File: src/flash_seq_defs.svh
`ifndef FLASH_SEQ_DEFS_SVH
`define FLASH_SEQ_DEFS_SVH

`define KEY_FIRST        8'h55
`define KEY_SECOND       8'haa
`define DATA_W           14
`define ADDR_W           15
`define ROW_OFFS_W       5
`define FORCED_SLOTS     2'h2
`define ERASE_TIME_US    2000
`define CLK_MHZ          125
`define BLANK_WORD       14'h3fff

`endif

File: src/flash_seq_pkg.sv
`include "flash_seq_defs.svh"

package flash_seq_pkg;

    typedef struct packed {
        logic [7:0] data;
        logic       we_addr_low;
        logic       we_addr_high;
        logic       we_data_low;
        logic       we_data_high;
        logic       we_key;
        logic       set_read;
        logic       set_write;
        logic       set_erase_sel;
        logic       set_latch_only;
        logic       set_cfg_sel;
        logic       set_write_allow;
        logic       clr_erase_sel;
        logic       clr_latch_only;
        logic       clr_cfg_sel;
        logic       clr_write_allow;
    } cpu_req_t;

    typedef struct packed {
        logic [`ADDR_W-1:0] addr;
        logic [`DATA_W-1:0] wdata;
    } array_req_t;

    typedef enum logic [2:0] {
        st_idle    = 3'b000,
        st_rd_wait = 3'b001,
        st_rd_slot = 3'b010,
        st_wr_nop  = 3'b011,
        st_stall   = 3'b100
    } seq_state_t;

    typedef enum logic [1:0] {
        key_none = 2'b00,
        key_one  = 2'b01,
        key_two  = 2'b10
    } key_state_t;

endpackage : flash_seq_pkg

File: src/flash_self_program.sv
`timescale 1ns/10ps
`include "flash_seq_defs.svh"

// Function
// - read uses the second cycle after trigger; that instruction is discarded.
// - fetched word lands in the data pair the next cycle.
// - data pair holds until another read or a software write.
// - erase, latch load and commits start only after an unbroken key sequence.
// - once write trigger sets, next two slots are forced nops.
// - row erase or program stalls execution for up to about 2 ms, or until write_done, then resumes.
// - latch load inserts two forced nops and continues without stall.
// - erase always covers a whole row, never single words.
// - two setup cycles after erase trigger; resume at third instruction.
// - erase halt stops only instructions; clocks and peripherals keep running.
// - triggers are set-only by software, cleared by hardware on completion.
// - write allow clear at power-up; abort flag set if reset breaks a write.
// - key port is write-only and reads as zero.
// - data pair is 14 bits, address pair is 15 bits.
module flash_self_program #(
    parameter int ERASE_CYCLES = (`ERASE_TIME_US * `CLK_MHZ)
) (
    input  wire logic                       clk,
    input  wire logic                       rst,
    input  wire flash_seq_pkg::cpu_req_t    cpu_req,
    input  wire logic                       irq_taken,
    input  wire logic                       write_done,
    input  wire logic [`DATA_W-1:0]         array_rdata,
    output logic [`ADDR_W-1:0]              prog_addr,
    output logic [`DATA_W-1:0]              prog_data,
    output logic [7:0]                      key_port_rdata,
    output logic                            read_busy,
    output logic                            write_busy,
    output logic                            erase_sel,
    output logic                            latch_only,
    output logic                            config_space_select,
    output logic                            write_allow,
    output logic                            write_abort_flag,
    output logic                            force_nop,
    output logic                            cpu_stall,
    output logic                            array_read,
    output logic                            array_erase_row,
    output logic                            array_load_latch,
    output logic                            array_program_row,
    output flash_seq_pkg::array_req_t       array_req
);
    import flash_seq_pkg::*;

    seq_state_t         state;
    seq_state_t         next_state;
    key_state_t         key;
    logic [1:0]         slot;
    logic [31:0]        stall_cnt;
    logic               op_erase;
    logic               op_load;

    // write trigger accepted only after both keys and with writes allowed
    wire trigger_ok  = cpu_req.set_write && key == key_two && write_allow
                       && !config_space_select && state == st_idle;
    wire read_start  = cpu_req.set_read && state == st_idle;
    wire key_break   = irq_taken || (cpu_req.we_key && key == key_two)
                       || (cpu_req.we_key && key == key_one && cpu_req.data != `KEY_SECOND)
                       || (key != key_none && !cpu_req.we_key && cpu_req.set_write
                           && !trigger_ok);
    wire slots_done  = slot == `FORCED_SLOTS - 2'h1;
    wire stall_done  = stall_cnt == 32'(ERASE_CYCLES - 1) || write_done;
    wire [`ADDR_W-1:0] row_base = {prog_addr[`ADDR_W-1:`ROW_OFFS_W], {`ROW_OFFS_W{1'b0}}};

    always_comb begin
        next_state = state;
        case (state)
            st_idle:    if (read_start) next_state = st_rd_wait;
                        else if (trigger_ok) next_state = st_wr_nop;
            st_rd_wait: next_state = st_rd_slot;
            st_rd_slot: next_state = st_idle;
            st_wr_nop:  if (slots_done) next_state = op_load ? st_idle : st_stall;
            st_stall:   if (stall_done) next_state = st_idle;
            default:    next_state = st_idle;
        endcase
    end

    assign key_port_rdata    = 8'h00;
    assign read_busy         = state == st_rd_wait || state == st_rd_slot;
    assign write_busy        = state == st_wr_nop || state == st_stall;
    assign force_nop         = state == st_wr_nop || state == st_rd_slot;
    assign cpu_stall         = state == st_stall;
    assign array_read        = state == st_rd_wait;
    assign array_load_latch  = state == st_wr_nop && slots_done && op_load;
    assign array_erase_row   = state == st_stall && stall_cnt == 32'h0 && op_erase;
    assign array_program_row = state == st_stall && stall_cnt == 32'h0 && !op_erase;
    // row base only while an erase owns the array; reads use the full address
    assign array_req.addr    = (op_erase && write_busy) ? row_base : prog_addr;
    assign array_req.wdata   = prog_data;

    always_ff @(posedge clk or posedge rst) begin
        if (rst) begin
            state <= st_idle;
            key   <= key_none;
        end else begin
            state <= next_state;
            if (key_break || trigger_ok)
                key <= key_none;
            else if (cpu_req.we_key && cpu_req.data == `KEY_FIRST && key == key_none)
                key <= key_one;
            else if (cpu_req.we_key && key == key_one)
                key <= key_two;
        end
    end

    always_ff @(posedge clk or posedge rst) begin
        if (rst) begin
            slot      <= 2'h0;
            stall_cnt <= 32'h0;
            op_erase  <= 1'b0;
            op_load   <= 1'b0;
        end else begin
            slot      <= (state == st_wr_nop) ? slot + 2'h1 : 2'h0;
            stall_cnt <= (state == st_stall) ? stall_cnt + 32'h1 : 32'h0;
            if (trigger_ok) begin
                op_erase <= erase_sel;
                op_load  <= latch_only && !erase_sel;
            end
        end
    end

    // control bits; abort flag is the only one reset leaves set
    always_ff @(posedge clk or posedge rst) begin
        if (rst) begin
            erase_sel           <= 1'b0;
            latch_only          <= 1'b0;
            config_space_select <= 1'b0;
            write_allow         <= 1'b0;
        end else begin
            if (cpu_req.set_erase_sel) erase_sel <= 1'b1;
            else if (cpu_req.clr_erase_sel) erase_sel <= 1'b0;
            if (cpu_req.set_latch_only) latch_only <= 1'b1;
            else if (cpu_req.clr_latch_only) latch_only <= 1'b0;
            if (cpu_req.set_cfg_sel) config_space_select <= 1'b1;
            else if (cpu_req.clr_cfg_sel) config_space_select <= 1'b0;
            if (cpu_req.set_write_allow) write_allow <= 1'b1;
            else if (cpu_req.clr_write_allow) write_allow <= 1'b0;
        end
    end

    // abort flag: clear at power-up, survives reset, set when reset hits a live write
    // cleared by the next accepted write trigger; the set wins over the clear
    logic write_active = 1'b0;
    logic abort_seen   = 1'b0;
    always_ff @(posedge clk) begin
        write_active <= !rst && write_busy;
        if (rst && write_active)
            abort_seen <= 1'b1;
        else if (trigger_ok)
            abort_seen <= 1'b0;
    end
    assign write_abort_flag = abort_seen;

    always_ff @(posedge clk or posedge rst) begin
        if (rst) begin
            prog_addr <= '0;
            prog_data <= '0;
        end else begin
            if (cpu_req.we_addr_low)  prog_addr[7:0] <= cpu_req.data;
            if (cpu_req.we_addr_high) prog_addr[`ADDR_W-1:8] <= cpu_req.data[6:0];
            if (state == st_rd_wait)
                prog_data <= array_rdata;
            else begin
                if (cpu_req.we_data_low)  prog_data[7:0] <= cpu_req.data;
                if (cpu_req.we_data_high) prog_data[`DATA_W-1:8] <= cpu_req.data[5:0];
            end
        end
    end

    a_read_slot_nop: assert property (@(posedge clk) disable iff (rst)
        read_start |=> array_read ##1 force_nop ##1 !read_busy) else $error("read slot timing wrong");
    a_read_data_lands: assert property (@(posedge clk) disable iff (rst)
        array_read |=> prog_data == $past(array_rdata)) else $error("read data not loaded");
    a_data_holds: assert property (@(posedge clk) disable iff (rst)
        (!array_read && !cpu_req.we_data_low && !cpu_req.we_data_high) |=> $stable(prog_data))
        else $error("data pair changed");
    a_no_unarmed_write: assert property (@(posedge clk) disable iff (rst)
        (cpu_req.set_write && !write_allow && state == st_idle) |=> state == st_idle)
        else $error("write started without allow");
    a_forced_two_nops: assert property (@(posedge clk) disable iff (rst)
        trigger_ok |=> force_nop [*2]) else $error("two forced nops missing");
    a_load_no_stall: assert property (@(posedge clk) disable iff (rst)
        (trigger_ok && latch_only && !erase_sel) |=> ##2 !cpu_stall) else $error("latch load stalled");
    a_erase_stalls: assert property (@(posedge clk) disable iff (rst)
        (trigger_ok && erase_sel) |=> ##2 cpu_stall && array_erase_row) else $error("erase stall missing");
    a_key_port_zero: assert property (@(posedge clk) disable iff (rst)
        key_port_rdata == 8'h00) else $error("key port readable");

    // key sequence and config-space write guards
    a_irq_breaks_keys: assert property (@(posedge clk) disable iff (rst)
        irq_taken |=> key == key_none)
        else $error("key sequence survived interrupt");
    a_wrong_key_breaks: assert property (@(posedge clk) disable iff (rst)
        (cpu_req.we_key && key == key_one && cpu_req.data != `KEY_SECOND) |=> key == key_none)
        else $error("wrong second key accepted");
    a_cfg_blocks_write: assert property (@(posedge clk) disable iff (rst)
        (cpu_req.set_write && config_space_select && state == st_idle) |=> !write_busy)
        else $error("write started in config space");

    // erase and stall shape, read trigger clear
    a_erase_row_aligned: assert property (@(posedge clk) disable iff (rst)
        array_erase_row |-> array_req.addr[`ROW_OFFS_W-1:0] == '0)
        else $error("erase address not row aligned");
    a_erase_setup_nops: assert property (@(posedge clk) disable iff (rst)
        (trigger_ok && erase_sel) |=> force_nop && !cpu_stall ##1 force_nop && !cpu_stall ##1 cpu_stall)
        else $error("erase setup slots wrong");
    a_stall_bounded: assert property (@(posedge clk) disable iff (rst)
        cpu_stall |-> stall_cnt < 32'(ERASE_CYCLES))
        else $error("stall ran past erase time");
    a_stall_ends_idle: assert property (@(posedge clk) disable iff (rst)
        (state == st_stall && stall_done) |=> !write_busy && !cpu_stall)
        else $error("write trigger not cleared");
    a_read_self_clears: assert property (@(posedge clk) disable iff (rst)
        state == st_rd_slot |=> !read_busy)
        else $error("read trigger not cleared");

endmodule : flash_self_program

File: config.mk
export PLATFORM = sky130hd
export DESIGN_NAME = flash_self_program
export DESIGN_NICKNAME = d
export VERILOG_FILES = /design/src/flash_seq_pkg.sv /design/src/flash_self_program.sv
export VERILOG_INCLUDE_DIRS = /design/src
export SDC_FILE = /design/constraint.sdc
export NUM_CORES = 1
export LEC_CHECK = 0
export BUFFER_PORTS_ARGS = -buffer_cell sky130_fd_sc_hd__buf_4
export CAP_MARGIN = 20
export CORE_UTILIZATION = 50
export CTS_CLUSTER_SIZE = 10
export DETAILED_ROUTE_END_ITERATION = 16
export PLACE_DENSITY = 0.78
export SLEW_MARGIN = 20
export SYNTH_ARGS = -nofsm -noshare
export SYNTH_HDL_FRONTEND = slang
export SYNTH_SLANG_ARGS = --single-unit
export TNS_END_PERCENT = 100
File: constraint.sdc
create_clock -name clk -period 2.3 [get_ports clk]
set_input_delay 0.115 -clock clk [delete_from_list [all_inputs] [get_ports clk]]
set_output_delay 0.115 -clock clk [all_outputs]
set_load 0.01 [all_outputs]
Word-level counts from Yosys, hierarchy flattened
Cells that the tools add are included.

Bits in registers: 76. Logic and storage cells: 102.

Add/subtract/negate cells: 2. Equal/unequal tests: 13. Multiplexer cells: 23. Reduce and logical (&&, ||, !) cells: 48.

Operators with widths (count): 32-bit by 1-bit adder with 32-bit output (second input constant) (1); 32-bit by 18-bit equality test with 1-bit output (second input constant) (1); 32-bit zero test (1); 32-bit 2-to-1 mux (1); 1-bit logical AND (22); 3-bit 2-to-1 mux (5); 14-bit 2-to-1 mux (1); 2-bit nonzero test (7); 3-bit one-hot mux with 4 select lines (1); 8-bit by 7-bit equality test with 1-bit output (second input constant) (1); 1-bit logical OR (8); 1-bit 2-to-1 mux (8); 2-bit 2-to-1 mux (4); 8-bit 2-to-1 mux (1); 8-bit != test (second input constant) (1); 3-bit by 2-bit equality test with 1-bit output (second input constant) (2); 1-bit zero test (6); 6-bit 2-to-1 mux (1); 5-bit 2-to-1 mux (1); 2-bit by 1-bit equality test with 1-bit output (second input constant) (2); 3-bit by 1-bit equality test with 1-bit output (second input constant) (1); 3-bit equality test (second input constant) (1); 3-bit zero test (1); 3-bit != test (second input constant) (1); other kinds (7) (7).

Depth between registers and ports, before layout
Gate-level depths: netlist of the first run.

Depth after elaboration: 10. Mapped depth: 6.

Least setup slack after synthesis of the first run
No wires, ideal clock.

Path kind: register -> output. Start: register state[1]. End: output port array_program_row. Arrival time: 1.853 ns. Required time: 2.185 ns. Slack: 0.332 ns. Stages on the path, launching flop included: 7. Path buffers: 2. Path through: dfrtp_1 -> clkbuf_1 -> or3b_1 -> clkbuf_1 -> or4_1 -> nor4_1 -> nor2b_1.

Cells in the longest elaborated chain, start to end: 3.

Ends and longest elaborated chain: start: declaration (line flash_self_program.sv:48) `seq_state_t state;`; start signal: assignment (line flash_self_program.sv:96) `state <= st_idle;`; start signal: assignment (line flash_self_program.sv:99) `state <= next_state;`; 3-bit equality test (line flash_self_program.sv:89) `assign array_program_row = state == st_stall && stall_cnt == 32'h0 && !op_erase;`; 1-bit logical AND (2 in series) (line flash_self_program.sv:89); end: declaration (line flash_self_program.sv:43) `output logic array_program_row,`.

Every way passes these cells.

Worst setup path in the final report of the first run
Start: register state[0]. End: output port array_program_row.

The elaborated chain is that of the path after synthesis.

==> flow_summary.ini, run 1 <==
[synth]
ys.flop_type = dfrtp_1
yosys_warnings = 0
ys_seq_area_frac = 0.477
syn_inst = 400
ys_types = 45
syn_area_um2 = 3960
synth-seq-cells = 76
avgSynthCellArea_um2 = 9.91
synth_edf_count = 0
ys_async_sr_fraction = 0.974

[timing]
grt_setup_unrepaired = yes
fin_hold_ws_ps = 23.6
clock.fmax_mhz = 445
timing.final.crit_period_ps = 2250
finalCritPeriodShare = 0.978
maxSlewViolCount = 0
finalWorstSetupSlack_ps = 51.2
setup_viol = 0
clock_skew_ps = 14.3
finalHoldViolCount = 0

[cells_and_area]
nNetsFinal = 551
final_common_cell = buf_4
drive_above_1_share = 0.330
diodes = 0
area_growth_pct = 30.6
final_cell_mix = buf_4, dfrtp_1, nand2_1

[routing]
wl_um = 9720
vias_per_cell = 5.44
drc = 0
vias = 3342
drtIter0Drc = 192
drt.antenna.violating_nets = 0
wl_per_cell_um = 15.8
drt-pass1-iter-count = 4

[pwr]
leakagePower_nw = 2.31
p_per_area_nw_per_um2 = 799
vdd_drop_max_mv = 0.661

[clock_tree]
htreeDepth = 3
cts_tree = yes
cts_buffers = 9
clk_path_buf_depth = 2
clock_latency_ps = 360
clock-root-buffer = clkbuf_8
cts_sinks = 76
path_clk_slew_ps = 90

[setup_path]
ff2ff_path_depth = 5
cp.required_ps = 2180
reg2reg_to = stall_cnt[24]
worstSetupStartpointType = register
cp_max_fo = 4
end_kind = primary output
rrSetupSlack_ps = 210
crit_arrival_ps = 2130
crit_type = register to primary output
reg2reg_from = stall_cnt[0]

[grt]
grt_pass1_wl_um = 15800
antenna_found_initial = 0
grt_use_total = 0.244
grt_overflow = 0
grt_pass1_vias = 3317
grt_max_degree = 59

[die]
dieArea_um2 = 8290
num_io_pins = 120
fp-row-count = 32
coreArea_um2 = 7690
die_w_um = 91.0
die_h_um = 91.0
start_util = 0.515

[placed_design]
dp_hpwl_um = 6560
io_buffers = 111
pre_cts_slack_ps = 250
routabilityCongestion = 0.861

[outcome]
status = complete, no violations

[worst_hold_path]
hp-class = input pin to register
min_to = prog_addr[7]
hold_depth = 2
worstHoldStart = cpu_req[22]

[flow_run]
cap_violations = 0
[registers in the layout, indices dropped and copies added, names as in the netlist, 2 cells and up]
signal and count:
stall_cnt 32, prog_addr 15, prog_data 14, state 3, key 2, slot 2
[worst max-delay path, cell delays in order, from the launching register on]
cell and delay (ps):
dfrtp_2 430, or3b_4 370, or4_4 430, nor4_4 240, nor2b_2 180, buf_4 120
[cell usage after synthesis, drive strengths merged (11+ instances only)]
library cell  count  area share
mux2             17       0.048
nand2            33       0.032
nor4             11       0.017
dfrtp            74        0.47
or4              16       0.034
a21oi            24       0.030
inv              17       0.016
buf              37       0.067
o21ai            27       0.034
clkbuf           13       0.012
nor2             18       0.017
mux2i            15       0.038
[through the flow]
step / cell area (µm²) / utilization / cells / TNS, ps / total power [mW]
floorplan: 3990 / - / 407 / 0 / 2.42
global placement: 4690 / 0.610 / 575 / 0 / 2.90
detailed placement: 4690 / 0.610 / 575 / 0 / 2.92
CTS: 5140 / 0.669 / 612 / 0 / 4.12
global route: 5180 / 0.673 / 614 / -20.2 / 4.34
finish: 5180 / 0.673 / 614 / 0 / 4.14
[cells by family (layout without fill, tap and decap cells)]
group / Yosys count / count (layout) / share of synthesized area
fa+ha+maj: 3 / 3 / 0.00947
mux: 32 / 32 / 0.0862
xor+xnor: 10 / 10 / 0.0221
compound gates: 70 / 70 / 0.101
other cells: 1 / 8 / 0.000946
flops: 76 / 76 / 0.477
simple gates: 141 / 141 / 0.208
buf+inv: 67 / 172 / 0.0950
[routing by layer]
layer	track usage	share of wire
met5	0	0
met4	0.0714	0.016
met3	0.0511	0.053
met2	0.439	0.52
met1	0.294	0.41
[worst max path at each step]
stage	startpoint	to	slack (ps)	cells past startpoint
floorplan	rst	config_space_select	300	1
global placement	stall_cnt[0]	stall_cnt[26]	310	5
detailed placement	stall_cnt[0]	stall_cnt[22]	250	5
CTS	state[1]	array_program_row	50	5
global route	state[0]	array_program_row	-20	5
finish	state[0]	array_program_row	50	5
[layout make-up]
| cell class | instances | area [µm²] |
|---|---|---|
| flip-flops and latches | 76 | 1890 |
| fillers | 594 | 2510 |
| clock buffers | 10 | 138 |
| repair buffers | 139 | 1110 |
| well taps | 102 | 128 |
| inverters | 17 | 63.8 |
| multi-input cells | 264 | 1750 |
| clock inverters | 6 | 95.1 |
[repair_timing]
| item | CTS | global route |
|---|---|---|
| pin swaps | 0 | 1 |
| endpoints found under the hold margin | 39 | 0 |
| setup endpoints to repair | 1 | 7 |
| gates resized for setup | 1 | 6 |
| hold buffers | 21 | 0 |
| buffers inserted | 0 | 2 |
| cloned | 0 | 0 |
[report_power, final]
part           internal (mW)  switching [mW]
sequential              1.52           0.164
combinational          0.677           0.602
clock                  0.650           0.520
total                   2.85            1.29
(Power assumes the default switching activity.)
==> run 2: changes to the inputs <==
--- a/config.mk
+++ b/config.mk
@@ -12,7 +12,7 @@
 export CTS_CLUSTER_SIZE = 10
 export DETAILED_ROUTE_END_ITERATION = 16
 export PLACE_DENSITY = 0.78
-export SLEW_MARGIN = 20
+export RECOVER_POWER = 50
 export SYNTH_ARGS = -nofsm -noshare
 export SYNTH_HDL_FRONTEND = slang
 export SYNTH_SLANG_ARGS = --single-unit
==> run 2 against run 1 <==
Hold slack worse by 0.70 ps. First-iteration DRC count up 10%. Sequential power about the same. Final area down 2.6%. Critical path depth unchanged. Clock skew down 1.5 ps.
==> flow_summary.ini, run 2 (same netlist as run 1, synthesis figures left out) <==
[grt]
grt_overflow = 0
grt_max_degree = 59
grt_pass1_vias = 3317
grt_use_total = 0.244
grt_pass1_wl_um = 15800
antenna_found_initial = 0

[placed_design]
routabilityCongestion = 0.861
dp_hpwl_um = 6560
placed_area_um2 = 4690
io_buffers = 111

[routing]
drt-pass1-iter-count = 4
wl_per_cell_um = 15.7
wl_um = 9650
drc = 0
vias = 3320
drt.antenna.violating_nets = 0
drtIter0Drc = 212
vias_per_cell = 5.41

[worst_hold_path]
hold_depth = 2
hp-class = input pin to register

[setup_path]
ff2ff_path_depth = 5
cp_max_fo = 2
worstSetupStartpointType = register
end_kind = primary output
cp.required_ps = 2180
crit_type = register to primary output
crit_arrival_ps = 2130

[clock_tree]
clk_path_buf_depth = 2
cts_buffers = 9
path_clk_slew_ps = 90
clock_latency_ps = 360
clock-root-buffer = clkbuf_8
cts_sinks = 76
cts_tree = yes
htreeDepth = 3

[cells_and_area]
multi_input_area_um2 = 1750
nFillCells = 638
area_growth_pct = 27.2
reg.largest.list = stall_cnt x32, prog_addr x15, prog_data x14
final_common_cell = buf_4
final_cell_mix = buf_4, dfrtp_1, clkbuf_1
ff_latch_area_um2 = 1890
drive_above_1_share = 0.264
diodes = 0
final_area_um2 = 5040
largest_register_ffs = 32
nNetsFinal = 551
largest-register = stall_cnt

[pwr]
p_per_area_nw_per_um2 = 799
vdd_drop_max_mv = 0.654
leakagePower_nw = 2.19
power_mw = 4.03

[timing]
finalCritPeriodShare = 0.974
slew_headroom = 0.467
clock_skew_ps = 12.8
timing.final.crit_period_ps = 2240
tightest_slew_ps = 800
clock.fmax_mhz = 446
maxSlewViolCount = 0
grt_setup_unrepaired = yes
setup_viol = 0
finalHoldViolCount = 0

[outcome]
status = complete, no violations

[die]
start_util = 0.515
fp-row-count = 32
coreArea_um2 = 7690
die_w_um = 91.0
die_h_um = 91.0
dieArea_um2 = 8290
num_io_pins = 120

[flow_run]
cap_violations = 0
[run 2: changes by cell type in the layout (fill, tap and decap cells not counted), sizes merged]
cell,previous run,this run
buf,118,84
clkbuf,10,44
[run 2: timing repair]
action	CTS	global route
endpoints found under the setup margin	1	7
hold buffers	21	0
setup buffers	0	2
pin swaps	0	1
gates resized for setup	1	6
endpoints found under the hold margin	39	0
[run 2: worst paths after layout]
path	start	to	slack, ps
setup / recovery	state[1]	array_program_row	60
hold / removal	cpu_req[22]	prog_addr[7]	20
setup reg to reg	stall_cnt[0]	stall_cnt[24]	220
hold reg to reg	write_active	write_abort_flag	440
max in group asynchronous	rst	state[0]	590
min in group asynchronous	rst	erase_sel	400
[run 2: routing by layer]
metal	routed length [µm]	global-route usage	up-vias
li1	-	-	1597
met1	4050	0.294	1613
met2	5040	0.439	95
met3	423	0.0511	15
met4	131	0.0714	0
met5	0	0	-
[run 2: final cells by class]
type / count / area share
inverters: 17 / 0.0127
clock inverters: 6 / 0.0189
repair buffers: 139 / 0.193
clock buffers: 10 / 0.0273
well taps: 102 / 0.0253
flip-flops and latches: 76 / 0.376
multi-input cells: 264 / 0.347
[run 2: worst max-delay path, cell delays in order (launching register included)]
cell and delay (ps):
dfrtp_2 410, or3b_4 390, or4_4 430, nor4_4 240, nor2b_2 180, buf_4 120
[run 2: power breakdown]
group / switching (mW) / internal (mW) / leakage [nW]
sequential: 0.161 / 1.52 / 0.969
clock: 0.522 / 0.650 / 0.117
combinational: 0.601 / 0.570 / 1.10
[run 2: metrics by stage]
stage	hold slack (ps)	util	setup WS [ps]	std cells	TNS (ps)
6_report	22.9	0.656	59.5	614	0
5_1_grt	22.6	0.656	-20.2	614	-20.2
4_1_cts	14.7	0.669	45.5	612	0
3_5_place_dp	141	0.610	250	575	0
3_3_place_gp	139	0.610	307	575	0
2_1_floorplan	184	-	303	407	0
